==> config.mk <==
export PLATFORM = sky130hd
export DESIGN_NAME = pcs_top
export DESIGN_NICKNAME = d
export VERILOG_FILES = /design/src/design/pcs_pkg.sv /design/src/design/pcs_top.sv
export VERILOG_INCLUDE_DIRS = /design/src /design/src/design
export SDC_FILE = /design/constraint.sdc
export NUM_CORES = 1
export LEC_CHECK = 0
export ABC_AREA = 1
export BUFFER_PORTS_ARGS = -buffer_cell sky130_fd_sc_hd__buf_2
export CORE_MARGIN = 2
export CORE_UTILIZATION = 60
export CTS_BUF_LIST = sky130_fd_sc_hd__clkbuf_4 sky130_fd_sc_hd__clkbuf_8
export DETAILED_ROUTE_END_ITERATION = 6
export GPL_TIMING_DRIVEN = 0
export MAX_ROUTING_LAYER = met4
export PLACE_DENSITY = 0.8
export SLEW_MARGIN = 20
export SYNTH_ARGS = -nofsm -noshare
export SYNTH_HDL_FRONTEND = slang
export SYNTH_SLANG_ARGS = --single-unit
==> constraint.sdc <==
create_clock -name sys_clk -period 9.1 [get_ports sys_clk]
set_clock_uncertainty 0.2 [all_clocks]
set_input_delay 0 -clock sys_clk [delete_from_list [all_inputs] [get_ports sys_clk]]
set_output_delay 0 -clock sys_clk [all_outputs]
set_load 0.02 [all_outputs]
==> src/design/pcs_defines.svh <==
// Purpose: Constants for the PLL switchover and reconfiguration control block
// Assumes: 50 MHz system clock
// Notes: Chain layout is LSB first: n, m, e0..e3, then four delay fields
`ifndef PCS_DEFINES_SVH
`define PCS_DEFINES_SVH
// =====================================================================
// Timing
`define PCS_CLK_MHZ 50
`define PCS_RELOCK_US 100
`define PCS_LOSS_NS 1000
`define PCS_HOLD_CYCLES 4
`define PCS_CONFIG_US 20
`define PCS_SCAN_MHZ 25
// =====================================================================
// Chain geometry and field positions
`define PCS_DIV_W 9
`define PCS_DLY_W 5
`define PCS_NUM_ECNT 4
`define PCS_NUM_PINS 8
`define PCS_CHAIN_LEN 74
`define PCS_N_LSB 0
`define PCS_M_LSB 9
`define PCS_E_LSB 18
`define PCS_DLY_LSB 54
// =====================================================================
// Reset values and ranges
`define PCS_DIV_RST 9'h000
`define PCS_DLY_RST 5'h00
`define PCS_DIV_MIN 1
`define PCS_DIV_MAX 512
`define PCS_BW_MIN_KHZ 150
`define PCS_BW_MAX_KHZ 2000
`endif

==> src/design/pcs_pkg.sv <==
// Purpose: Types for the PLL switchover and reconfiguration control block
// Assumes: pcs_defines.svh supplies all numeric constants
// Notes: Divider fields hold the divide value minus one
`include "pcs_defines.svh"
package pcs_pkg;
   typedef logic [`PCS_DIV_W-1:0] pcs_div_t;
   typedef logic [`PCS_DLY_W-1:0] pcs_dly_t;
   typedef enum logic [3:0] {
      PCS_ON_PRIMARY = 4'h1,
      PCS_HOLD_TO_SEC = 4'h2,
      PCS_ON_SECONDARY = 4'h4,
      PCS_HOLD_TO_PRI = 4'h8
   } pcs_sw_state_t;
endpackage : pcs_pkg

==> src/design/pcs_top.sv <==
// Purpose: Reference switchover, serial reconfiguration and output routing for a PLL
// Assumes: Reference and shift clocks are far slower than sys_clk (at most a quarter)
// Notes: Relock time is modelled by a counter; the analog loop lives outside
`include "pcs_defines.svh"
`timescale 1ns/10ps
`default_nettype none

module pcs_top
   import pcs_pkg::*;
#(
   parameter int unsigned RELOCK_CYCLES = `PCS_RELOCK_US * `PCS_CLK_MHZ
)
(
   input wire logic sys_clk,
   input wire logic sys_rst,
   input wire logic primary_ref_clock,
   input wire logic secondary_ref_clock,
   input wire logic auto_switch_en,
   input wire logic switch_request,
   output logic ref_sel,
   output logic ref_clock_out,
   output logic primary_lost,
   output logic secondary_lost,
   output logic pll_locked,
   input wire logic scan_clk,
   input wire logic scan_data,
   input wire logic scan_aclr,
   output logic cfg_loaded,
   output logic [`PCS_DIV_W-1:0] prescale_div,
   output logic [`PCS_DIV_W-1:0] feedback_div,
   output logic [`PCS_NUM_ECNT*`PCS_DLY_W-1:0] delay_setting,
   input wire logic [2:0] bw_cp_in,
   input wire logic [2:0] bw_lf_r_in,
   input wire logic [1:0] bw_hf_c_in,
   output logic [2:0] bw_cp,
   output logic [2:0] bw_lf_r,
   output logic [1:0] bw_hf_c,
   input wire logic diff_mode,
   input wire logic [2*`PCS_NUM_PINS-1:0] pin_cnt_sel,
   input wire logic [`PCS_NUM_PINS-1:0] pin_invert,
   input wire logic [`PCS_NUM_PINS-1:0] pin_gpo_en,
   input wire logic [`PCS_NUM_PINS-1:0] pin_gpo_data,
   output logic [`PCS_NUM_PINS-1:0] external_clock_output
);

   // =====================================================================
   // Constants derived from time figures and the chain length
   localparam int unsigned LOSS_CYCLES = (`PCS_LOSS_NS * `PCS_CLK_MHZ) / 1000;
   localparam logic [6:0] CHAIN_LAST = 7'(`PCS_CHAIN_LEN - 1);
   localparam logic [7:0] LOSS_MAX = 8'(LOSS_CYCLES);
   localparam logic [2:0] HOLD_MAX = 3'(`PCS_HOLD_CYCLES);
   localparam logic [15:0] RELOCK_MAX = 16'(RELOCK_CYCLES);

   // Extract one divider field from the chain
   function automatic pcs_div_t div_field(input logic [`PCS_CHAIN_LEN-1:0] ch,
                                          input int lsb);
      div_field = ch[lsb +: `PCS_DIV_W];
   endfunction : div_field

   // =====================================================================
   // Input synchronisers
   logic [3:0] sync1_reg;
   logic [3:0] sync2_reg;
   logic [3:0] sync3_reg;
   // Order: primary, secondary, scan clock, scan data
   always_ff @(posedge sys_clk or posedge sys_rst)
   begin
      if (sys_rst)
         {sync1_reg, sync2_reg, sync3_reg} <= 12'h000;
      else
      begin
         sync1_reg <= {scan_data, scan_clk, secondary_ref_clock, primary_ref_clock};
         sync2_reg <= sync1_reg;
         sync3_reg <= sync2_reg;
      end
   end

   // =====================================================================
   // Clock sense: a reference is lost when no edge seen for LOSS_CYCLES
   logic [7:0] quiet_cnt_reg [2];
   logic [1:0] lost_reg;
   always_ff @(posedge sys_clk or posedge sys_rst)
   begin
      if (sys_rst)
      begin
         quiet_cnt_reg <= '{8'h00, 8'h00};
         lost_reg <= 2'h0;
      end
      else
      begin
         for (int i = 0; i < 2; i++)
         begin
            if (sync2_reg[i] != sync3_reg[i])
            begin
               quiet_cnt_reg[i] <= 8'h00;
               lost_reg[i] <= 1'b0;
            end
            else if (quiet_cnt_reg[i] == LOSS_MAX)
               lost_reg[i] <= 1'b1;
            else
               quiet_cnt_reg[i] <= quiet_cnt_reg[i] + 8'h01;
         end
      end
   end
   assign primary_lost = lost_reg[0];
   assign secondary_lost = lost_reg[1];

   // =====================================================================
   // Switchover state machine
   pcs_sw_state_t sw_state_reg;
   logic sel_reg;
   logic pending_reg;
   logic [2:0] hold_cnt_reg;
   logic sel_level;
   logic sel_lost;
   logic switch_event;
   assign sel_level = sel_reg ? sync3_reg[1] : sync3_reg[0];
   assign sel_lost = sel_reg ? lost_reg[1] : lost_reg[0];

   // Switch is pending from a request, or a primary loss in automatic mode, until the selected clock sits low or is lost
   always_ff @(posedge sys_clk or posedge sys_rst)
   begin
      if (sys_rst)
         pending_reg <= 1'b0;
      else if (switch_request)
         pending_reg <= 1'b1;
      else if (auto_switch_en && !sel_reg && lost_reg[0]
               && sw_state_reg == PCS_ON_PRIMARY && !switch_event)
         pending_reg <= 1'b1;
      else if (switch_event)
         pending_reg <= 1'b0;
   end
   // Enter the hold only when the selected clock is low or is dead
   assign switch_event = pending_reg && (!sel_level || sel_lost)
      && (sw_state_reg == PCS_ON_PRIMARY || sw_state_reg == PCS_ON_SECONDARY);

   always_ff @(posedge sys_clk or posedge sys_rst)
   begin
      if (sys_rst)
      begin
         sw_state_reg <= PCS_ON_PRIMARY;
         sel_reg <= 1'b0;
         hold_cnt_reg <= 3'h0;
      end
      else
      begin
         case (sw_state_reg)
            PCS_ON_PRIMARY, PCS_ON_SECONDARY:
            begin
               hold_cnt_reg <= 3'h0;
               if (switch_event && sel_reg)
                  sw_state_reg <= PCS_HOLD_TO_PRI;
               else if (switch_event)
                  sw_state_reg <= PCS_HOLD_TO_SEC;
            end
            PCS_HOLD_TO_SEC, PCS_HOLD_TO_PRI:
            begin
               hold_cnt_reg <= hold_cnt_reg + 3'h1;
               if (hold_cnt_reg == HOLD_MAX)
               begin
                  sel_reg <= !sel_reg;
                  if (sel_reg)
                     sw_state_reg <= PCS_ON_PRIMARY;
                  else
                     sw_state_reg <= PCS_ON_SECONDARY;
               end
            end
            default:
            begin
               sw_state_reg <= PCS_ON_PRIMARY;
               sel_reg <= 1'b0;
               hold_cnt_reg <= 3'h0;
            end
         endcase
      end
   end
   assign ref_sel = sel_reg;

   // Selected reference, held low through the hold states
   logic ref_out_reg;
   always_ff @(posedge sys_clk or posedge sys_rst)
   begin
      if (sys_rst)
         ref_out_reg <= 1'b0;
      else if (sw_state_reg == PCS_ON_PRIMARY || sw_state_reg == PCS_ON_SECONDARY)
         ref_out_reg <= sel_level;
      else
         ref_out_reg <= 1'b0;
   end
   assign ref_clock_out = ref_out_reg;

   // =====================================================================
   // Serial reconfiguration chain, cleared by its own asynchronous clear
   logic chain_rst;
   logic shift_edge;
   logic [`PCS_CHAIN_LEN-1:0] chain_reg;
   logic [6:0] bit_cnt_reg;
   logic load_reg;
   assign chain_rst = sys_rst | scan_aclr;
   assign shift_edge = sync2_reg[2] && !sync3_reg[2];

   always_ff @(posedge sys_clk or posedge chain_rst)
   begin
      if (chain_rst)
      begin
         chain_reg <= '0;
         bit_cnt_reg <= 7'h00;
         load_reg <= 1'b0;
      end
      else
      begin
         load_reg <= 1'b0;
         if (shift_edge)
         begin
            chain_reg <= {sync3_reg[3], chain_reg[`PCS_CHAIN_LEN-1:1]};
            if (bit_cnt_reg == CHAIN_LAST)
            begin
               bit_cnt_reg <= 7'h00;
               load_reg <= 1'b1;
            end
            else
               bit_cnt_reg <= bit_cnt_reg + 7'h01;
         end
      end
   end
   assign cfg_loaded = load_reg;

   // Active counter and delay settings, loaded whole from the chain
   pcs_div_t n_div_reg;
   pcs_div_t m_div_reg;
   pcs_div_t e_div_reg [`PCS_NUM_ECNT];
   logic [`PCS_NUM_ECNT*`PCS_DLY_W-1:0] dly_reg;
   always_ff @(posedge sys_clk or posedge sys_rst)
   begin
      if (sys_rst)
      begin
         n_div_reg <= `PCS_DIV_RST;
         m_div_reg <= `PCS_DIV_RST;
         e_div_reg <= '{default: `PCS_DIV_RST};
         dly_reg <= {`PCS_NUM_ECNT{`PCS_DLY_RST}};
      end
      else if (load_reg)
      begin
         n_div_reg <= div_field(chain_reg, `PCS_N_LSB);
         m_div_reg <= div_field(chain_reg, `PCS_M_LSB);
         for (int i = 0; i < `PCS_NUM_ECNT; i++)
            e_div_reg[i] <= div_field(chain_reg, `PCS_E_LSB + i * `PCS_DIV_W);
         dly_reg <= chain_reg[`PCS_DLY_LSB +: `PCS_NUM_ECNT*`PCS_DLY_W];
      end
   end
   assign prescale_div = n_div_reg;
   assign feedback_div = m_div_reg;
   assign delay_setting = dly_reg;

   // Loop components captured once after reset, never touched by the chain
   logic bw_taken_reg;
   logic [7:0] bw_reg;
   always_ff @(posedge sys_clk or posedge sys_rst)
   begin
      if (sys_rst)
         {bw_taken_reg, bw_reg} <= 9'h000;
      else if (!bw_taken_reg)
      begin
         bw_taken_reg <= 1'b1;
         bw_reg <= {bw_cp_in, bw_lf_r_in, bw_hf_c_in};
      end
   end
   assign bw_cp = bw_reg[7:5];
   assign bw_lf_r = bw_reg[4:2];
   assign bw_hf_c = bw_reg[1:0];

   // =====================================================================
   // Lock model: drops on any resynchronizing event, returns after relock time
   logic [15:0] lock_cnt_reg;
   logic locked_reg;
   logic relock_event;
   assign relock_event = switch_event || load_reg || sel_lost;
   always_ff @(posedge sys_clk or posedge sys_rst)
   begin
      if (sys_rst)
      begin
         lock_cnt_reg <= 16'h0000;
         locked_reg <= 1'b0;
      end
      else if (relock_event || sw_state_reg == PCS_HOLD_TO_SEC
               || sw_state_reg == PCS_HOLD_TO_PRI)
      begin
         lock_cnt_reg <= 16'h0000;
         locked_reg <= 1'b0;
      end
      else if (lock_cnt_reg == RELOCK_MAX)
         locked_reg <= 1'b1;
      else
         lock_cnt_reg <= lock_cnt_reg + 16'h0001;
   end
   assign pll_locked = locked_reg;

   // =====================================================================
   // External output counters: each divides sys_clk by its value plus one
   logic [`PCS_DIV_W-1:0] e_cnt_reg [`PCS_NUM_ECNT];
   logic [`PCS_NUM_ECNT-1:0] e_clk_reg;
   always_ff @(posedge sys_clk or posedge sys_rst)
   begin
      if (sys_rst)
      begin
         e_cnt_reg <= '{default: 9'h000};
         e_clk_reg <= '0;
      end
      else
      begin
         for (int i = 0; i < `PCS_NUM_ECNT; i++)
         begin
            if (e_cnt_reg[i] >= e_div_reg[i])
               e_cnt_reg[i] <= '0;
            else
               e_cnt_reg[i] <= e_cnt_reg[i] + 9'h001;
            e_clk_reg[i] <= ({1'b0, e_cnt_reg[i]} < (({1'b0, e_div_reg[i]} + 10'h002) >> 1));
         end
      end
   end

   // Pin routing: counter select, invert, pairing and general purpose use
   logic [`PCS_NUM_PINS-1:0] pin_reg;
   always_ff @(posedge sys_clk or posedge sys_rst)
   begin
      if (sys_rst)
         pin_reg <= '0;
      else
      begin
         for (int p = 0; p < `PCS_NUM_PINS; p++)
         begin
            if (pin_gpo_en[p])
               pin_reg[p] <= pin_gpo_data[p];
            else if (diff_mode && p[0])
               pin_reg[p] <= ~(e_clk_reg[pin_cnt_sel[2*(p & 6) +: 2]]
                               ^ pin_invert[p & 6]);
            else
               pin_reg[p] <= e_clk_reg[pin_cnt_sel[2*p +: 2]] ^ pin_invert[p];
         end
      end
   end
   assign external_clock_output = pin_reg;

endmodule : pcs_top
`default_nettype wire

==> flow_summary.html <==
<table>
<tr><th>Metric</th><th>Value</th></tr>
<tr><th colspan="2">Yosys</th></tr>
<tr><td>Most common flop cell mapped by yosys</td><td>dfrtp_1</td></tr>
<tr><td>Xor and xnor area share after synthesis</td><td>0.03802</td></tr>
<tr><td>Synth Register Bits</td><td>270</td></tr>
<tr><td>Synthesized area per cell</td><td>8.565 um^2</td></tr>
<tr><td>Simple-Gate Fraction of Synth Area</td><td>0.2581</td></tr>
<tr><td>Yosys warns</td><td>0</td></tr>
<tr><td>Fraction of the mapped netlist area in compound gates</td><td>0.05731</td></tr>
<tr><td>Adder and majority gate portion of the synthesized area</td><td>0.08053</td></tr>
<tr><td>Instance count of the mapped netlist</td><td>1,560</td></tr>
<tr><td>Netlist area before placement</td><td>0.01336 mm^2</td></tr>
<tr><td>Proportion of synthesized flip-flops having asynchronous set or reset</td><td>1.000</td></tr>
<tr><td>Share of cell area taken by muxes after synthesis</td><td>0.006742</td></tr>
<tr><td>Post-synthesis sequential area ratio</td><td>0.5058</td></tr>
<tr><td>Number of flops mapped to enable cells by yosys</td><td>0</td></tr>
<tr><td>Combinational family with the most area after synthesis</td><td>simple AND/OR/NAND/NOR gates</td></tr>
<tr><td>Number of different library cells in the post-synthesis netlist</td><td>39</td></tr>
<tr><td>Net Count, Synth</td><td>1,704</td></tr>
<tr><th colspan="2">Global route</th></tr>
<tr><td>Total grt overflow</td><td>0</td></tr>
<tr><td>Total routing usage reported by global routing</td><td>0.2619</td></tr>
<tr><td>Vias in the first global route</td><td>10,950</td></tr>
<tr><td>Number of antenna violations at the first check in global routing</td><td>0</td></tr>
<tr><td>First-pass GRT wire length</td><td>50,250 um</td></tr>
<tr><td>Maximum number of pins on one net before global-route repair</td><td>106</td></tr>
<tr><th colspan="2">Pwr</th></tr>
<tr><td>Internal power contribution</td><td>2.070 mW</td></tr>
<tr><td>Worst vdd ir</td><td>0.1438 mV</td></tr>
<tr><td>Seq pwr share</td><td>0.466</td></tr>
<tr><td>Net load switching power</td><td>780.0 uW</td></tr>
<tr><td>Power per Cell Area</td><td>178.1 mW/mm^2</td></tr>
<tr><td>Comb pwr share</td><td>0.127</td></tr>
<tr><td>Switch share</td><td>0.2737</td></tr>
<tr><td>Static power due to leakage</td><td>8.256 nW</td></tr>
<tr><td>Clock share of power</td><td>0.408</td></tr>
<tr><th colspan="2">Routing</th></tr>
<tr><td>Post-detailed-route wirelength per cell</td><td>13.85 um</td></tr>
<tr><td>Via density</td><td>5.265</td></tr>
<tr><td>Routed wire length</td><td>29,080 um</td></tr>
<tr><td>Iteration-0 DRC Markers</td><td>597</td></tr>
<tr><td>Via total after detailed routing</td><td>11,060</td></tr>
<tr><td>Length of the first detailed-routing pass in iterations</td><td>5</td></tr>
<tr><td>Number of routed nets with antenna violations</td><td>0</td></tr>
<tr><td>Remaining design rule violation count</td><td>0</td></tr>
<tr><th colspan="2">Worst setup path</th></tr>
<tr><td>Required time of the worst setup path</td><td>9300 ps</td></tr>
<tr><td>Maximum net fanout on the critical path</td><td>3</td></tr>
<tr><td>Endpoint arrival time on the critical path</td><td>2710 ps</td></tr>
<tr><td>Sort of element at the end of the critical path</td><td>flop</td></tr>
<tr><td>Origin of the critical flop-to-flop path</td><td>e_div_reg[3]</td></tr>
<tr><td>Kind of critical path</td><td>flop to flop</td></tr>
<tr><td>Nature of the critical path startpoint</td><td>flop</td></tr>
<tr><td>CP Launch Point</td><td>e_div_reg[3]</td></tr>
<tr><th colspan="2">Timing</th></tr>
<tr><td>Final worst path period share</td><td>0.2754</td></tr>
<tr><td>Hold violation total from the final report</td><td>0</td></tr>
<tr><td>Final setup violation count</td><td>0</td></tr>
<tr><td>Unrepaired setup endpoints after global routing</td><td>false</td></tr>
<tr><td>Final Critical Period</td><td>2507 ps</td></tr>
<tr><td>Worst Slack Setup Final</td><td>6593 ps</td></tr>
<tr><td>Count of pins over their slew limit</td><td>0</td></tr>
<tr><td>Transition time at the pin with the least slew margin</td><td>807.8 ps</td></tr>
<tr><td>Peak clock frequency supported by timing</td><td>398.9 MHz</td></tr>
<tr><td>Sum of negative setup slack</td><td>0 ps</td></tr>
<tr><td>Max-slew headroom</td><td>0.4597</td></tr>
<tr><th colspan="2">Clock tree</th></tr>
<tr><td>Post-CTS setup buffer count</td><td>0</td></tr>
<tr><td>CTS tree</td><td>done</td></tr>
<tr><td>Depth of the CTS H-tree</td><td>2</td></tr>
<tr><td>Longest Clk Path Bufs</td><td>3</td></tr>
<tr><td>Clock buffers created by TritonCTS</td><td>45</td></tr>
<tr><td>Clock Sink Count</td><td>270</td></tr>
<tr><td>Clock insertion delay at the later pin of the skew report</td><td>560 ps</td></tr>
<tr><td>Reg clk slew, reported paths</td><td>60 ps</td></tr>
<tr><td>Root buffer cell</td><td>clkbuf_8</td></tr>
<tr><td>Post_cts resized</td><td>0</td></tr>
<tr><td>CTS hold repair buffers</td><td>56</td></tr>
<tr><th colspan="2">Cells and area</th></tr>
<tr><td>Antenna cell count</td><td>0</td></tr>
<tr><td>Synthesis-to-layout area growth</td><td>19.80%</td></tr>
<tr><td>Final net count</td><td>1,929</td></tr>
<tr><td>Leading cell type in the layout, fill and taps excluded</td><td>nand2_1</td></tr>
<tr><td>Max reg flops</td><td>74</td></tr>
<tr><td>Commonest cells after routing, fill and taps aside</td><td>nand2_1 (513), dfrtp_1 (269), inv_1 (142)</td></tr>
<tr><td>Fraction of layout cells with a size suffix above 1</td><td>0.1374</td></tr>
<tr><th colspan="2">Die</th></tr>
<tr><td>Starting density of the core</td><td>0.6123</td></tr>
<tr><td>Num ports</td><td>118</td></tr>
<tr><td>Placeable core region</td><td>0.02182 mm^2</td></tr>
<tr><td>Number of rows created at floorplan</td><td>54</td></tr>
<tr><td>Vertical extent of the die</td><td>153.2 um</td></tr>
<tr><td>Die Footprint</td><td>0.02348 mm^2</td></tr>
<tr><td>Die X-Extent</td><td>153.2 um</td></tr>
<tr><th colspan="2">Place</th></tr>
<tr><td>Routability-driven placement congestion ratio</td><td>0.8592</td></tr>
<tr><td>Port buffer count</td><td>117</td></tr>
<tr><td>Dpl hpwl</td><td>19,560 um</td></tr>
<tr><td>Setup Slack @ Placement</td><td>6657 ps</td></tr>
<tr><th colspan="2">Run status</th></tr>
<tr><td>Outcome</td><td>finished clean</td></tr>
<tr><th colspan="2">Worst hold path</th></tr>
<tr><td>Class of the tightest hold or removal check</td><td>input port to flop</td></tr>
<tr><td>Critical hold path startpoint</td><td>bw_lf_r_in[1]</td></tr>
<tr><th colspan="2">Run</th></tr>
<tr><td>Max-cap check violation count</td><td>0</td></tr>
</table>
==> metrics by stage <==
stage / power (mW) / cell area [um^2] / hold slack, ps / utilization / cells
6_report: 2.850 / 16010 / 31.22 / 0.7335 / 2100
5_1_grt: 2.987 / 16010 / 27.16 / 0.7335 / 2100
4_1_cts: 2.869 / 16010 / 5.653 / 0.7335 / 2100
3_5_place_dp: 1.686 / 14450 / -90.69 / 0.6621 / 1962
3_3_place_gp: 1.660 / 14300 / -91.65 / 0.6551 / 1957
2_1_floorplan: 1.583 / 13360 / -168.6 / - / 1560
==> layout make-up <==
class / count / area [um^2]
sequential: 270 / 6758
multi-input combinational: 1106 / 5899
fill: 1574 / 5817
timing repair buffer: 178 / 1284
clock buffer: 67 / 859.6
inverter: 145 / 551.8
tap: 280 / 350.3
buffer: 39 / 167.7
clock inverter: 15 / 136.4
==> cells by family after synthesis <==
family | Yosys count
XOR/XNOR | 58
multiplexers | 8
other | 1
AND/OR/NAND/NOR | 808
adder cells (fa/ha/maj) | 86
AO/OA/AOI/OAI | 145
flip-flops | 270
buffers and inverters | 184
==> routing by layer <==
| metal | track usage | part of all wire | vias to the layer above |
|---|---|---|---|
| met5 | - | 0 | - |
| met4 | 0.06349 | 0.017 | 0 |
| met3 | 0.04480 | 0.050 | 54 |
| met2 | 0.4407 | 0.50 | 275 |
| met1 | 0.3338 | 0.44 | 5256 |
| li1 | - | - | 5472 |
==> path summary, 6_finish.rpt <==
kind / cells after the start / endpoint / slack, ps
hold / removal: 3 / bw_reg[3] / 30
max in group asynchronous: 8 / chain_reg[14] / 6610
setup reg to reg: 11 / e_clk_reg[3] / 6590
hold reg to reg: 0 / sync2_reg[0] / 140
setup / recovery: 11 / e_clk_reg[3] / 6590
min in group asynchronous: 4 / delay_setting[13] / 550
==> synth_stat cells (3+ instances only) <==
master	number	share of area
a21oi_1	42	0.016
inv_1	143	0.040
nor2_1	129	0.036
clkbuf_1	27	0.0076
o211ai_1	4	0.0022
nand4_1	35	0.016
dfrtp_1	269	0.50
a31oi_1	3	0.0014
ha_1	86	0.081
buf_1	3	0.00084
mux2_2	8	0.0067
nor3_1	16	0.0060
nand2_1	513	0.14
nor4_1	5	0.0023
nor2_2	5	0.0023
o21ai_0	87	0.033
o21a_1	4	0.0022
xor2_1	47	0.031
nor3_4	3	0.0037
nand3_1	72	0.027
nand2_2	3	0.0014
nand3b_1	16	0.0090
xnor2_1	11	0.0072
nor2_4	3	0.0025
buf_2	8	0.0030
==> power groups by stage <==
stage	sequential, mW	clock [mW]	combinational, mW
final	1.33	1.16	0.361
after global placement	1.34	0	0.318
after floorplan	1.35	0	0.236
after detailed placement	1.35	0	0.340
after CTS	1.33	1.18	0.363
after global routing	1.34	1.24	0.410
==> critical path, stage by stage, from the launching register on <==
cell and delay (ps):
dfrtp_1 370, inv_1 90, nor3_1 320, nand3_1 180, nor2_1 160, nand2_1 80
nand2_1 60, nand2_1 50, ha_1 300, nand4_1 130, nor4_1 290, nor2_1 140
Power figures use the tool's default switching activity.
